$ cat src/rtl/sdf_pkg.sv
package sdf_pkg;
   // ------------------------------------------------------------
   // Frame timing
   // ------------------------------------------------------------
   localparam int unsigned SAMPLES_PER_FRAME = 128;
   localparam logic [6:0] SAMPLE_CNT_LAST = 7'h7F;
   localparam int unsigned FWD_PACKETS_PER_FRAME = 4;
   localparam int unsigned FWD_BYTES_PER_PACKET = 1;
   localparam int unsigned RET_PACKETS_PER_FRAME = 1;
   localparam int unsigned RET_BYTES_PER_PACKET = 5;
   localparam logic [1:0] FWD_SLOT_LAST = 2'h3;
   localparam logic [2:0] RET_SLOT_LAST = 3'h4;
   // Fraction of a frame between forward slots, in sample periods
   localparam logic [6:0] FWD_SLOT_SPACING = 7'h20;

   // ------------------------------------------------------------
   // Sample rates, in hertz, and their fractional NCO increments
   // ------------------------------------------------------------
   localparam int unsigned CLK_HZ = 25000000;
   localparam int unsigned RATE_48K_HZ = 48000;
   localparam int unsigned RATE_44K1_HZ = 44100;
   localparam int unsigned RATE_32K_HZ = 32000;
   localparam int unsigned NCO_BITS = 24;
   localparam logic [23:0] NCO_INC_48K = 24'((64'(RATE_48K_HZ) << NCO_BITS) / CLK_HZ);
   localparam logic [23:0] NCO_INC_44K1 = 24'((64'(RATE_44K1_HZ) << NCO_BITS) / CLK_HZ);
   localparam logic [23:0] NCO_INC_32K = 24'((64'(RATE_32K_HZ) << NCO_BITS) / CLK_HZ);

   typedef enum logic [1:0] {
      SDF_RATE_48K = 2'h0,
      SDF_RATE_44K1 = 2'h1,
      SDF_RATE_32K = 2'h2
   } sdf_rate_e;

   // ------------------------------------------------------------
   // Return slot traffic classes
   // ------------------------------------------------------------
   typedef enum logic [1:0] {
      SDF_RC_LINK_ERR = 2'h0,
      SDF_RC_PIN_STATE = 2'h1,
      SDF_RC_MASTER = 2'h2,
      SDF_RC_IDLE = 2'h3
   } sdf_class_e;

   // ------------------------------------------------------------
   // Link engine
   // ------------------------------------------------------------
   typedef enum logic [1:0] {
      SDF_LK_SEARCH = 2'b00,
      SDF_LK_SYNC = 2'b01,
      SDF_LK_UP = 2'b11
   } sdf_link_e;
   localparam logic [3:0] LOSS_LIMIT = 4'h8;
   localparam logic [3:0] SYNC_FRAMES = 4'h3;
   localparam logic [3:0] CHAN_FAIL_LIMIT = 4'h4;
   localparam logic [1:0] RETRY_LIMIT = 2'h2;
   localparam int unsigned CHAN_COUNT = 38;
   localparam logic [5:0] CHAN_LAST = 6'h25;

   typedef struct packed {
      logic valid;
      logic [7:0] data;
   } sdf_byte_s;

   typedef struct packed {
      logic valid;
      logic [5:0] seq;
      logic ok;
   } sdf_audio_s;
endpackage

$ cat src/rtl/sdf_fifo.sv
`timescale 1ns/1ns
`default_nettype none
module sdf_fifo #(
   parameter int unsigned WIDTH = 8,
   parameter int unsigned DEPTH_LOG2 = 4
) (
   input wire logic clk,
   input wire logic rst,
   input wire logic in_valid,
   output logic in_ready,
   input wire logic [WIDTH-1:0] in_data,
   output logic out_valid,
   input wire logic out_ready,
   output logic [WIDTH-1:0] out_data
);
   localparam int unsigned DEPTH = 1 << DEPTH_LOG2;

   typedef struct packed {
      logic [DEPTH_LOG2:0] wr_ptr;
      logic [DEPTH_LOG2:0] rd_ptr;
   } sdf_fifo_s;

   logic [WIDTH-1:0] mem [DEPTH];
   sdf_fifo_s st_reg;
   sdf_fifo_s st_next;
   logic full;
   logic empty;
   logic push;
   logic pop;

   assign full = (st_reg.wr_ptr[DEPTH_LOG2] != st_reg.rd_ptr[DEPTH_LOG2]) &&
                 (st_reg.wr_ptr[DEPTH_LOG2-1:0] == st_reg.rd_ptr[DEPTH_LOG2-1:0]);
   assign empty = st_reg.wr_ptr == st_reg.rd_ptr;
   assign in_ready = !full;
   assign out_valid = !empty;
   assign out_data = mem[st_reg.rd_ptr[DEPTH_LOG2-1:0]];
   assign push = in_valid && !full;
   assign pop = out_ready && !empty;

   always_comb begin
      st_next = st_reg;
      if (push) begin
         st_next.wr_ptr = st_reg.wr_ptr + 1'b1;
      end
      if (pop) begin
         st_next.rd_ptr = st_reg.rd_ptr + 1'b1;
      end
   end

   always_ff @(posedge clk) begin
      if (push) begin
         mem[st_reg.wr_ptr[DEPTH_LOG2-1:0]] <= in_data;
      end
   end

   always_ff @(posedge clk or posedge rst) begin
      if (rst) begin
         st_reg <= '0;
      end else begin
         st_reg <= st_next;
      end
   end
endmodule
`default_nettype wire

$ cat src/rtl/sdf_framer.sv
`timescale 1ns/1ns
`default_nettype none
// Function
// - A side data frame starts every 128 audio sample periods.
// - Forward frames carry four one-byte packets inside the audio stream.
// - Frame timing follows the active 48, 44.1 or 32 kSPS rate.
// - All local sources share one FIFO feeding the forward channel.
// - Return direction carries one five-byte packet per frame in the acknowledge.
// - Return capacity splits among link error, pin state and master traffic.
// - Link error report gets one return byte every frame.
// - Pin state gets one return byte every second frame.
// - Serial master traffic gets one return byte every frame.
// - Bad or missing audio packets are detected and resent.
// - Conceal audio when resending fails within the latency window.
// - Channels with repeated failures are flagged in CHAN_BANNED; the channel hop still visits them.
// - A lost link is re-established automatically.
// - Link setup runs fully in hardware with no adjustable steps.
// - Link status travels over the control channel between devices.
module sdf_framer #(
   parameter int unsigned SRC_COUNT = 2,
   parameter int unsigned FIFO_DEPTH_LOG2 = 4
) (
   input wire logic CLK_SYS,
   input wire logic SYS_RST,
   input wire logic AUDIO_TRANSMITTER_MODE,
   input wire sdf_pkg::sdf_rate_e AUDIO_FUNDAMENTAL_RATE,
   input wire logic [SRC_COUNT-1:0] SRC_VALID,
   input wire logic [SRC_COUNT*8-1:0] SRC_DATA,
   output logic [SRC_COUNT-1:0] SRC_READY,
   output sdf_pkg::sdf_byte_s FWD_SLOT,
   output logic FRAME_START,
   input wire sdf_pkg::sdf_byte_s LINK_ERR_IN,
   input wire logic [3:0] PIN_STATE_IN,
   input wire sdf_pkg::sdf_byte_s MASTER_IN,
   output logic MASTER_READY,
   output sdf_pkg::sdf_byte_s RET_SLOT,
   output sdf_pkg::sdf_class_e RET_CLASS,
   input wire sdf_pkg::sdf_audio_s AUDIO_RX,
   output logic RESEND_REQ,
   output logic [5:0] RESEND_SEQ,
   output logic CONCEAL,
   output logic [5:0] CHANNEL,
   output logic [sdf_pkg::CHAN_COUNT-1:0] CHAN_BANNED,
   output logic LINK_UP,
   output logic RELINK
);
   import sdf_pkg::*;

   typedef struct packed {
      logic [23:0] nco;
      logic [6:0] sample_cnt;
      logic pin_turn;
      logic [2:0] ret_idx;
      logic [1:0] fwd_idx;
      logic [SRC_COUNT-1:0] rr;
      sdf_byte_s fwd_slot;
      logic frame_start;
      sdf_byte_s ret_slot;
      sdf_class_e ret_class;
      logic master_ready;
      sdf_link_e link;
      logic [3:0] loss_cnt;
      logic [3:0] sync_cnt;
      logic [5:0] exp_seq;
      logic [1:0] retry;
      logic resend;
      logic [5:0] resend_seq;
      logic conceal;
      logic [5:0] chan;
      logic [3:0] chan_fail;
      logic [CHAN_COUNT-1:0] banned;
      logic relink;
      logic link_up;
   } sdf_state_s;

   sdf_state_s st_reg;
   sdf_state_s st_next;
   logic sample_tick;
   logic [24:0] nco_sum;
   logic [23:0] nco_inc;
   logic fifo_in_valid;
   logic fifo_in_ready;
   logic [7:0] fifo_in_data;
   logic fifo_out_valid;
   logic fifo_out_ready;
   logic [7:0] fifo_out_data;
   logic [SRC_COUNT-1:0] grant;
   logic fwd_slot_due;

   // ------------------------------------------------------------
   // Sample rate enable
   // ------------------------------------------------------------
   always_comb begin
      unique case (AUDIO_FUNDAMENTAL_RATE)
         SDF_RATE_44K1: nco_inc = NCO_INC_44K1;
         SDF_RATE_32K: nco_inc = NCO_INC_32K;
         default: nco_inc = NCO_INC_48K;
      endcase
   end
   assign nco_sum = {1'b0, st_reg.nco} + {1'b0, nco_inc};
   assign sample_tick = nco_sum[NCO_BITS];

   // ------------------------------------------------------------
   // Source arbitration into the shared queue
   // ------------------------------------------------------------
   always_comb begin
      grant = '0;
      for (int i = 0; i < SRC_COUNT; i++) begin
         if (grant == '0 && SRC_VALID[(int'(st_reg.rr) + i) % SRC_COUNT] != 1'b0) begin
            grant[(int'(st_reg.rr) + i) % SRC_COUNT] = 1'b1;
         end
      end
   end

   always_comb begin
      fifo_in_data = '0;
      for (int i = 0; i < SRC_COUNT; i++) begin
         if (grant[i]) begin
            fifo_in_data = SRC_DATA[i*8 +: 8];
         end
      end
   end
   assign fifo_in_valid = |grant;

   genvar g;
   generate
      for (g = 0; g < SRC_COUNT; g++) begin : g_ready
         assign SRC_READY[g] = grant[g] && fifo_in_ready;
      end
   endgenerate

   assign fwd_slot_due = sample_tick && AUDIO_TRANSMITTER_MODE &&
                         (st_reg.sample_cnt[4:0] == FWD_SLOT_SPACING[4:0]);
   assign fifo_out_ready = fwd_slot_due;

   sdf_fifo #(
      .WIDTH(8),
      .DEPTH_LOG2(FIFO_DEPTH_LOG2)
   ) u_fifo (
      .clk(CLK_SYS),
      .rst(SYS_RST),
      .in_valid(fifo_in_valid),
      .in_ready(fifo_in_ready),
      .in_data(fifo_in_data),
      .out_valid(fifo_out_valid),
      .out_ready(fifo_out_ready),
      .out_data(fifo_out_data)
   );

   // ------------------------------------------------------------
   // Next state
   // ------------------------------------------------------------
   always_comb begin
      st_next = st_reg;
      st_next.nco = nco_sum[NCO_BITS-1:0];
      st_next.frame_start = 1'b0;
      st_next.fwd_slot.valid = 1'b0;
      st_next.ret_slot.valid = 1'b0;
      st_next.master_ready = 1'b0;
      st_next.resend = 1'b0;
      st_next.relink = 1'b0;
      if (fifo_in_valid && fifo_in_ready) begin
         st_next.rr = (st_reg.rr == SRC_COUNT[SRC_COUNT-1:0] - 1'b1) ? '0 : st_reg.rr + 1'b1;
      end
      if (sample_tick) begin
         st_next.sample_cnt = st_reg.sample_cnt + 1'b1;
         if (st_reg.sample_cnt == SAMPLE_CNT_LAST) begin
            st_next.frame_start = 1'b1;
            st_next.ret_idx = '0;
            st_next.fwd_idx = '0;
            st_next.pin_turn = !st_reg.pin_turn;
         end
         // Four forward slots evenly spaced through the frame
         if (fwd_slot_due) begin
            st_next.fwd_slot.valid = fifo_out_valid;
            st_next.fwd_slot.data = fifo_out_valid ? fifo_out_data : 8'h00;
            st_next.fwd_idx = st_reg.fwd_idx + 1'b1;
         end
         // Return packet: five byte slots in the acknowledge, receiver only
         if (!AUDIO_TRANSMITTER_MODE && st_reg.ret_idx <= RET_SLOT_LAST && st_reg.sample_cnt[0]) begin
            st_next.ret_idx = st_reg.ret_idx + 1'b1;
            st_next.ret_slot.valid = 1'b1;
            unique case (st_reg.ret_idx)
               3'h0: begin
                  st_next.ret_class = SDF_RC_LINK_ERR;
                  st_next.ret_slot.data = LINK_ERR_IN.valid ? LINK_ERR_IN.data :
                                          {4'h0, st_reg.loss_cnt};
               end
               3'h1: begin
                  st_next.ret_class = st_reg.pin_turn ? SDF_RC_PIN_STATE : SDF_RC_IDLE;
                  st_next.ret_slot.data = st_reg.pin_turn ? {4'h0, PIN_STATE_IN} : 8'h00;
               end
               3'h2: begin
                  st_next.ret_class = MASTER_IN.valid ? SDF_RC_MASTER : SDF_RC_IDLE;
                  st_next.ret_slot.data = MASTER_IN.valid ? MASTER_IN.data : 8'h00;
                  st_next.master_ready = MASTER_IN.valid;
               end
               default: begin
                  st_next.ret_class = SDF_RC_IDLE;
                  st_next.ret_slot.data = 8'h00;
               end
            endcase
         end
      end

      // Link engine, sequence check and channel policing; a good packet while searching only syncs
      if (AUDIO_RX.valid && !(st_reg.link == SDF_LK_SEARCH && AUDIO_RX.ok)) begin
         if (AUDIO_RX.ok && AUDIO_RX.seq == st_reg.exp_seq) begin
            st_next.exp_seq = st_reg.exp_seq + 1'b1;
            st_next.retry = '0;
            st_next.conceal = 1'b0;
            st_next.loss_cnt = '0;
            st_next.chan_fail = '0;
         end else begin
            st_next.loss_cnt = (st_reg.loss_cnt == LOSS_LIMIT) ? st_reg.loss_cnt : st_reg.loss_cnt + 1'b1;
            st_next.chan_fail = st_reg.chan_fail + 1'b1;
            if (st_reg.retry == RETRY_LIMIT) begin
               st_next.conceal = 1'b1;
               st_next.exp_seq = st_reg.exp_seq + 1'b1;
               st_next.retry = '0;
            end else begin
               st_next.resend = 1'b1;
               st_next.resend_seq = st_reg.exp_seq;
               st_next.retry = st_reg.retry + 1'b1;
            end
            if (st_reg.chan_fail == CHAN_FAIL_LIMIT - 1'b1) begin
               st_next.banned[st_reg.chan] = 1'b1;
               st_next.chan_fail = '0;
            end
         end
      end
      if (st_next.chan != st_reg.chan || st_next.banned != st_reg.banned || st_next.frame_start) begin
         st_next.chan = (st_reg.chan == CHAN_LAST) ? '0 : st_reg.chan + 1'b1;
         if (&st_next.banned) begin
            st_next.banned = '0;
         end
      end

      unique case (st_reg.link)
         SDF_LK_SEARCH: begin
            if (AUDIO_RX.valid && AUDIO_RX.ok) begin
               st_next.link = SDF_LK_SYNC;
               st_next.sync_cnt = '0;
               st_next.exp_seq = AUDIO_RX.seq + 1'b1;
            end
         end
         SDF_LK_SYNC: begin
            if (st_next.loss_cnt != '0) begin
               st_next.link = SDF_LK_SEARCH;
            end else if (st_reg.frame_start) begin
               st_next.sync_cnt = st_reg.sync_cnt + 1'b1;
               if (st_reg.sync_cnt == SYNC_FRAMES) begin
                  st_next.link = SDF_LK_UP;
               end
            end
         end
         SDF_LK_UP: begin
            if (st_reg.loss_cnt == LOSS_LIMIT) begin
               st_next.link = SDF_LK_SEARCH;
               st_next.relink = 1'b1;
               st_next.loss_cnt = '0;
            end
         end
         default: st_next.link = SDF_LK_SEARCH;
      endcase
      st_next.link_up = st_next.link == SDF_LK_UP;
   end

   always_ff @(posedge CLK_SYS or posedge SYS_RST) begin
      if (SYS_RST) begin
         st_reg <= '0;
      end else begin
         st_reg <= st_next;
      end
   end

   // ------------------------------------------------------------
   // Outputs
   // ------------------------------------------------------------
   assign FWD_SLOT = st_reg.fwd_slot;
   assign FRAME_START = st_reg.frame_start;
   assign RET_SLOT = st_reg.ret_slot;
   assign RET_CLASS = st_reg.ret_class;
   assign MASTER_READY = st_reg.master_ready;
   assign RESEND_REQ = st_reg.resend;
   assign RESEND_SEQ = st_reg.resend_seq;
   assign CONCEAL = st_reg.conceal;
   assign CHANNEL = st_reg.chan;
   assign CHAN_BANNED = st_reg.banned;
   assign LINK_UP = st_reg.link_up;
   assign RELINK = st_reg.relink;
endmodule
`default_nettype wire

$ cat config.mk
export PLATFORM = sky130hd
export DESIGN_NAME = sdf_framer
export DESIGN_NICKNAME = d
export VERILOG_FILES = /design/src/rtl/sdf_pkg.sv /design/src/rtl/sdf_fifo.sv /design/src/rtl/sdf_framer.sv
export SDC_FILE = /design/constraint.sdc
export NUM_CORES = 1
export LEC_CHECK = 0
export BUFFER_PORTS_ARGS = -buffer_cell sky130_fd_sc_hd__buf_4
export CAP_MARGIN = 20
export CORE_UTILIZATION = 35
export CTS_CLUSTER_DIAMETER = 40
export DETAILED_ROUTE_END_ITERATION = 6
export PLACE_DENSITY_LB_ADDON = 0.25
export SYNTH_ARGS = -nofsm -noshare
export SYNTH_HDL_FRONTEND = slang
export SYNTH_SLANG_ARGS = --single-unit
$ cat constraint.sdc
create_clock -name CLK_SYS -period 5.3 [get_ports CLK_SYS]
set_input_delay 0.795 -clock CLK_SYS [delete_from_list [all_inputs] [get_ports CLK_SYS]]
set_output_delay 0.795 -clock CLK_SYS [all_outputs]
set_load 0.05 [all_outputs]
==> impl_metrics.toml <==
[global_routing]
grt_pass1_vias = 8483
grtUsageMet2_pct = 26.30
busiest_layer = "met2"
grt_first_pass_wirelength_um = 47430
overflow = 0
grt_max_degree = 106
antenna_found_initial = 0
met1_usage_pct = 20.67
met3_usage_pct = 3.123
grt_use_total_pct = 16.05

[finish]
fin_util_pct = 42.13
fin_nets = 1210
drive_gt1_share_pct = 24.03
largest_reg_flops = 128
final_common_cell = "dfrtp_1"
area_delta_synth_final_pct = 18.69
final_cell_mix = "143 x dfrtp_1, 141 x buf_4, 128 x edfxtp_1"
antenna_cells = 0

[clock_tree]
post_cts_resized = 0
cts_num_sinks = 272
htree_levels = 2
clock_path_buffers = 3
cts_buffers = 42
root_buffer = "clkbuf_16"
postCtsSetupRepairBufs = 0
clk_pin_slew_worst_paths_ps = 50
tritoncts = "done"
cts_hold_buf = 0
insertion_delay_ps = 560

[timing]
finalSetupViolCount = 0
fin_tns_setup_ps = 0
fmax_mhz = 260.6
fin_skew_ps = 17.45
finalHoldViolCount = 0
drv_slew = 0
tightest_slew_ps = 996.9
min_period_ps = 3837
max_slew_margin_pct = 33.29
rsz0062_at_grt = "no"
fin_crit_sh_pct = 72.40

[power_and_ir_drop]
pwr-share-clk_pct = 39.8
seqPwrFrac_pct = 40.9
p_int_uw = 4884
power_switching_uw = 2068
finalPower_uw = 6952
p_comb_share_pct = 19.3
power_density_nw_per_um2 = 451.8
sw_frac_of_total_pct = 29.74
p_leak_uw = 0.006298
vdd_drop_max_mv = 0.2066

[job]
drv_cap = 0

[die]
die_area_um2 = 37810
fp.dieW_um = 194.5
row_count = 70
die_h_um = 194.5
core_area_um2 = 36520
ios = 131
start_util_pct = 35.50

[yosys]
synth_area_per_cell_um2 = 12.43
synth_nets = 1129
async_reset_ff_share_pct = 52.94
syn-instance-count = 1043
syn_area_um2 = 12960
yosysSeqAreaShare_pct = 57.45
synth-edff-count = 128
synthFlopType = "dfrtp_1"
synth_cell_type_count = 69
synth_seq_cells = 272
ys.warnings.count = 0

[worst_setup_path]
path_buf_inv = 4
crit_chain = "buf_4 -> inv_1 -> ha_1 -> ha_1 -> inv_1 -> fa_1 -> nor2b_1 -> o2111ai_1 -> and3_1 -> nor4_1 -> o21ai_0 -> nand3_1 -> nor4b_4 -> buf_4 -> nor2_1"
critPathCaptureType = "flip-flop"
cp_slowest_cell = "nor4_1"
slowest_delay_ps = 460
path_max_fanout = 38
worstPathRequired_ps = 5710
crit_family = "simple AND/OR/NAND/NOR gates"
path_class = "input pin to flip-flop"
crit_path_start_kind = "input pin"
cp.arrival_ps = 4250

[detailed_routing]
drt_iter0_drc = 551
wl_per_cell_um = 18.26
vias = 8405
via_per_inst = 5.172
drtPass1Iterations = 6
ant_nets = 0
drc_errors = 0
wirelength_um = 29670

[place]
globalplace.congestion = 0.9165
portBuffers = 130
hpwlAfterDp_um = 20110

[hold_path]
hold_path.class = "input pin to async pin"

[run_status]
status = "complete, no violations"
## cell usage after synthesis, drive strengths merged (20+ instances only)
cell / number / area [um^2]
nand2: 63 / 236.5
xor2: 21 / 183.9
buf: 87 / 626.8
dfrtp: 144 / 3603
nand3: 23 / 115.1
a31oi: 22 / 137.6
mux4: 41 / 923.4
inv: 33 / 123.9
a21oi: 41 / 209.0
xnor2: 36 / 315.3
clkbuf: 20 / 75.07
edfxtp: 128 / 3844
nor2: 111 / 416.7
ha: 32 / 400.4
o21ai: 32 / 160.2
## final timing paths
check                                          start              end  slack (ps)  cells after the start
max                        AUDIO_FUNDAMENTAL_RATE[1]   CHAN_BANNED[7]        1460                     15
min                                          SYS_RST    RESEND_SEQ[1]         230                      2
max reg2reg                              st_reg[113]   CHAN_BANNED[7]        1730                     12
min reg2reg                              st_reg[133]      st_reg[133]         470                      1
max in group asynchronous                    SYS_RST  CHAN_BANNED[30]        4190                      3
min in group CLK_SYS                     AUDIO_RX[1]       st_reg[60]         470                      2
## cell families after synthesis
family / after synthesis / synth area share [%]
AO/OA/AOI/OAI: 179 / 9.140
XOR/XNOR: 57 / 3.851
adder cells (fa/ha/maj): 33 / 3.243
buffers and inverters: 141 / 6.399
flip-flops: 272 / 57.45
multiplexers: 55 / 8.310
AND/OR/NAND/NOR: 306 / 11.61
## per-stage QoR
| stage | hold WS, ps | cells | instance area, um^2 | setup WS [ps] |
|---|---|---|---|---|
| global route | 250.9 | 1625 | 15390 | 1056 |
| floorplan | 437.0 | 1043 | 12960 | 638.7 |
| global placement | 454.0 | 1544 | 13910 | 909.7 |
| CTS | 432.2 | 1621 | 15340 | 1406 |
| finish | 229.2 | 1625 | 15390 | 1463 |
| detailed placement | 468.2 | 1544 | 13910 | 851.8 |
## layout make-up
cell class	count	area, um^2
Fill cell	3346	21140
Sequential cell	272	7448
Timing Repair Buffer	144	1099
Clock inverter	26	310.3
Clock buffer	51	1115
Multi-Input combinational cell	630	4696
Tap cell	468	585.6
Inverter	34	132.6
## power groups by stage
| stage | Combinational, uW | Sequential (uW) | Clock, uW |
|---|---|---|---|
| floorplan | 1060 | 2820 | 0 |
| global placement | 1340 | 2870 | 0 |
| detailed placement | 1360 | 2880 | 0 |
| CTS | 1360 | 2850 | 2820 |
| global route | 1510 | 2890 | 2920 |
| finish | 1340 | 2840 | 2770 |
## per-layer routing
layer / vias up / share of wire [%]
li1: 3939 / -
met1: 4131 / 44
met2: 264 / 47
met3: 71 / 5.4
met4: 0 / 3.3
met5: - / 0
Power figures use the tool's default switching activity.
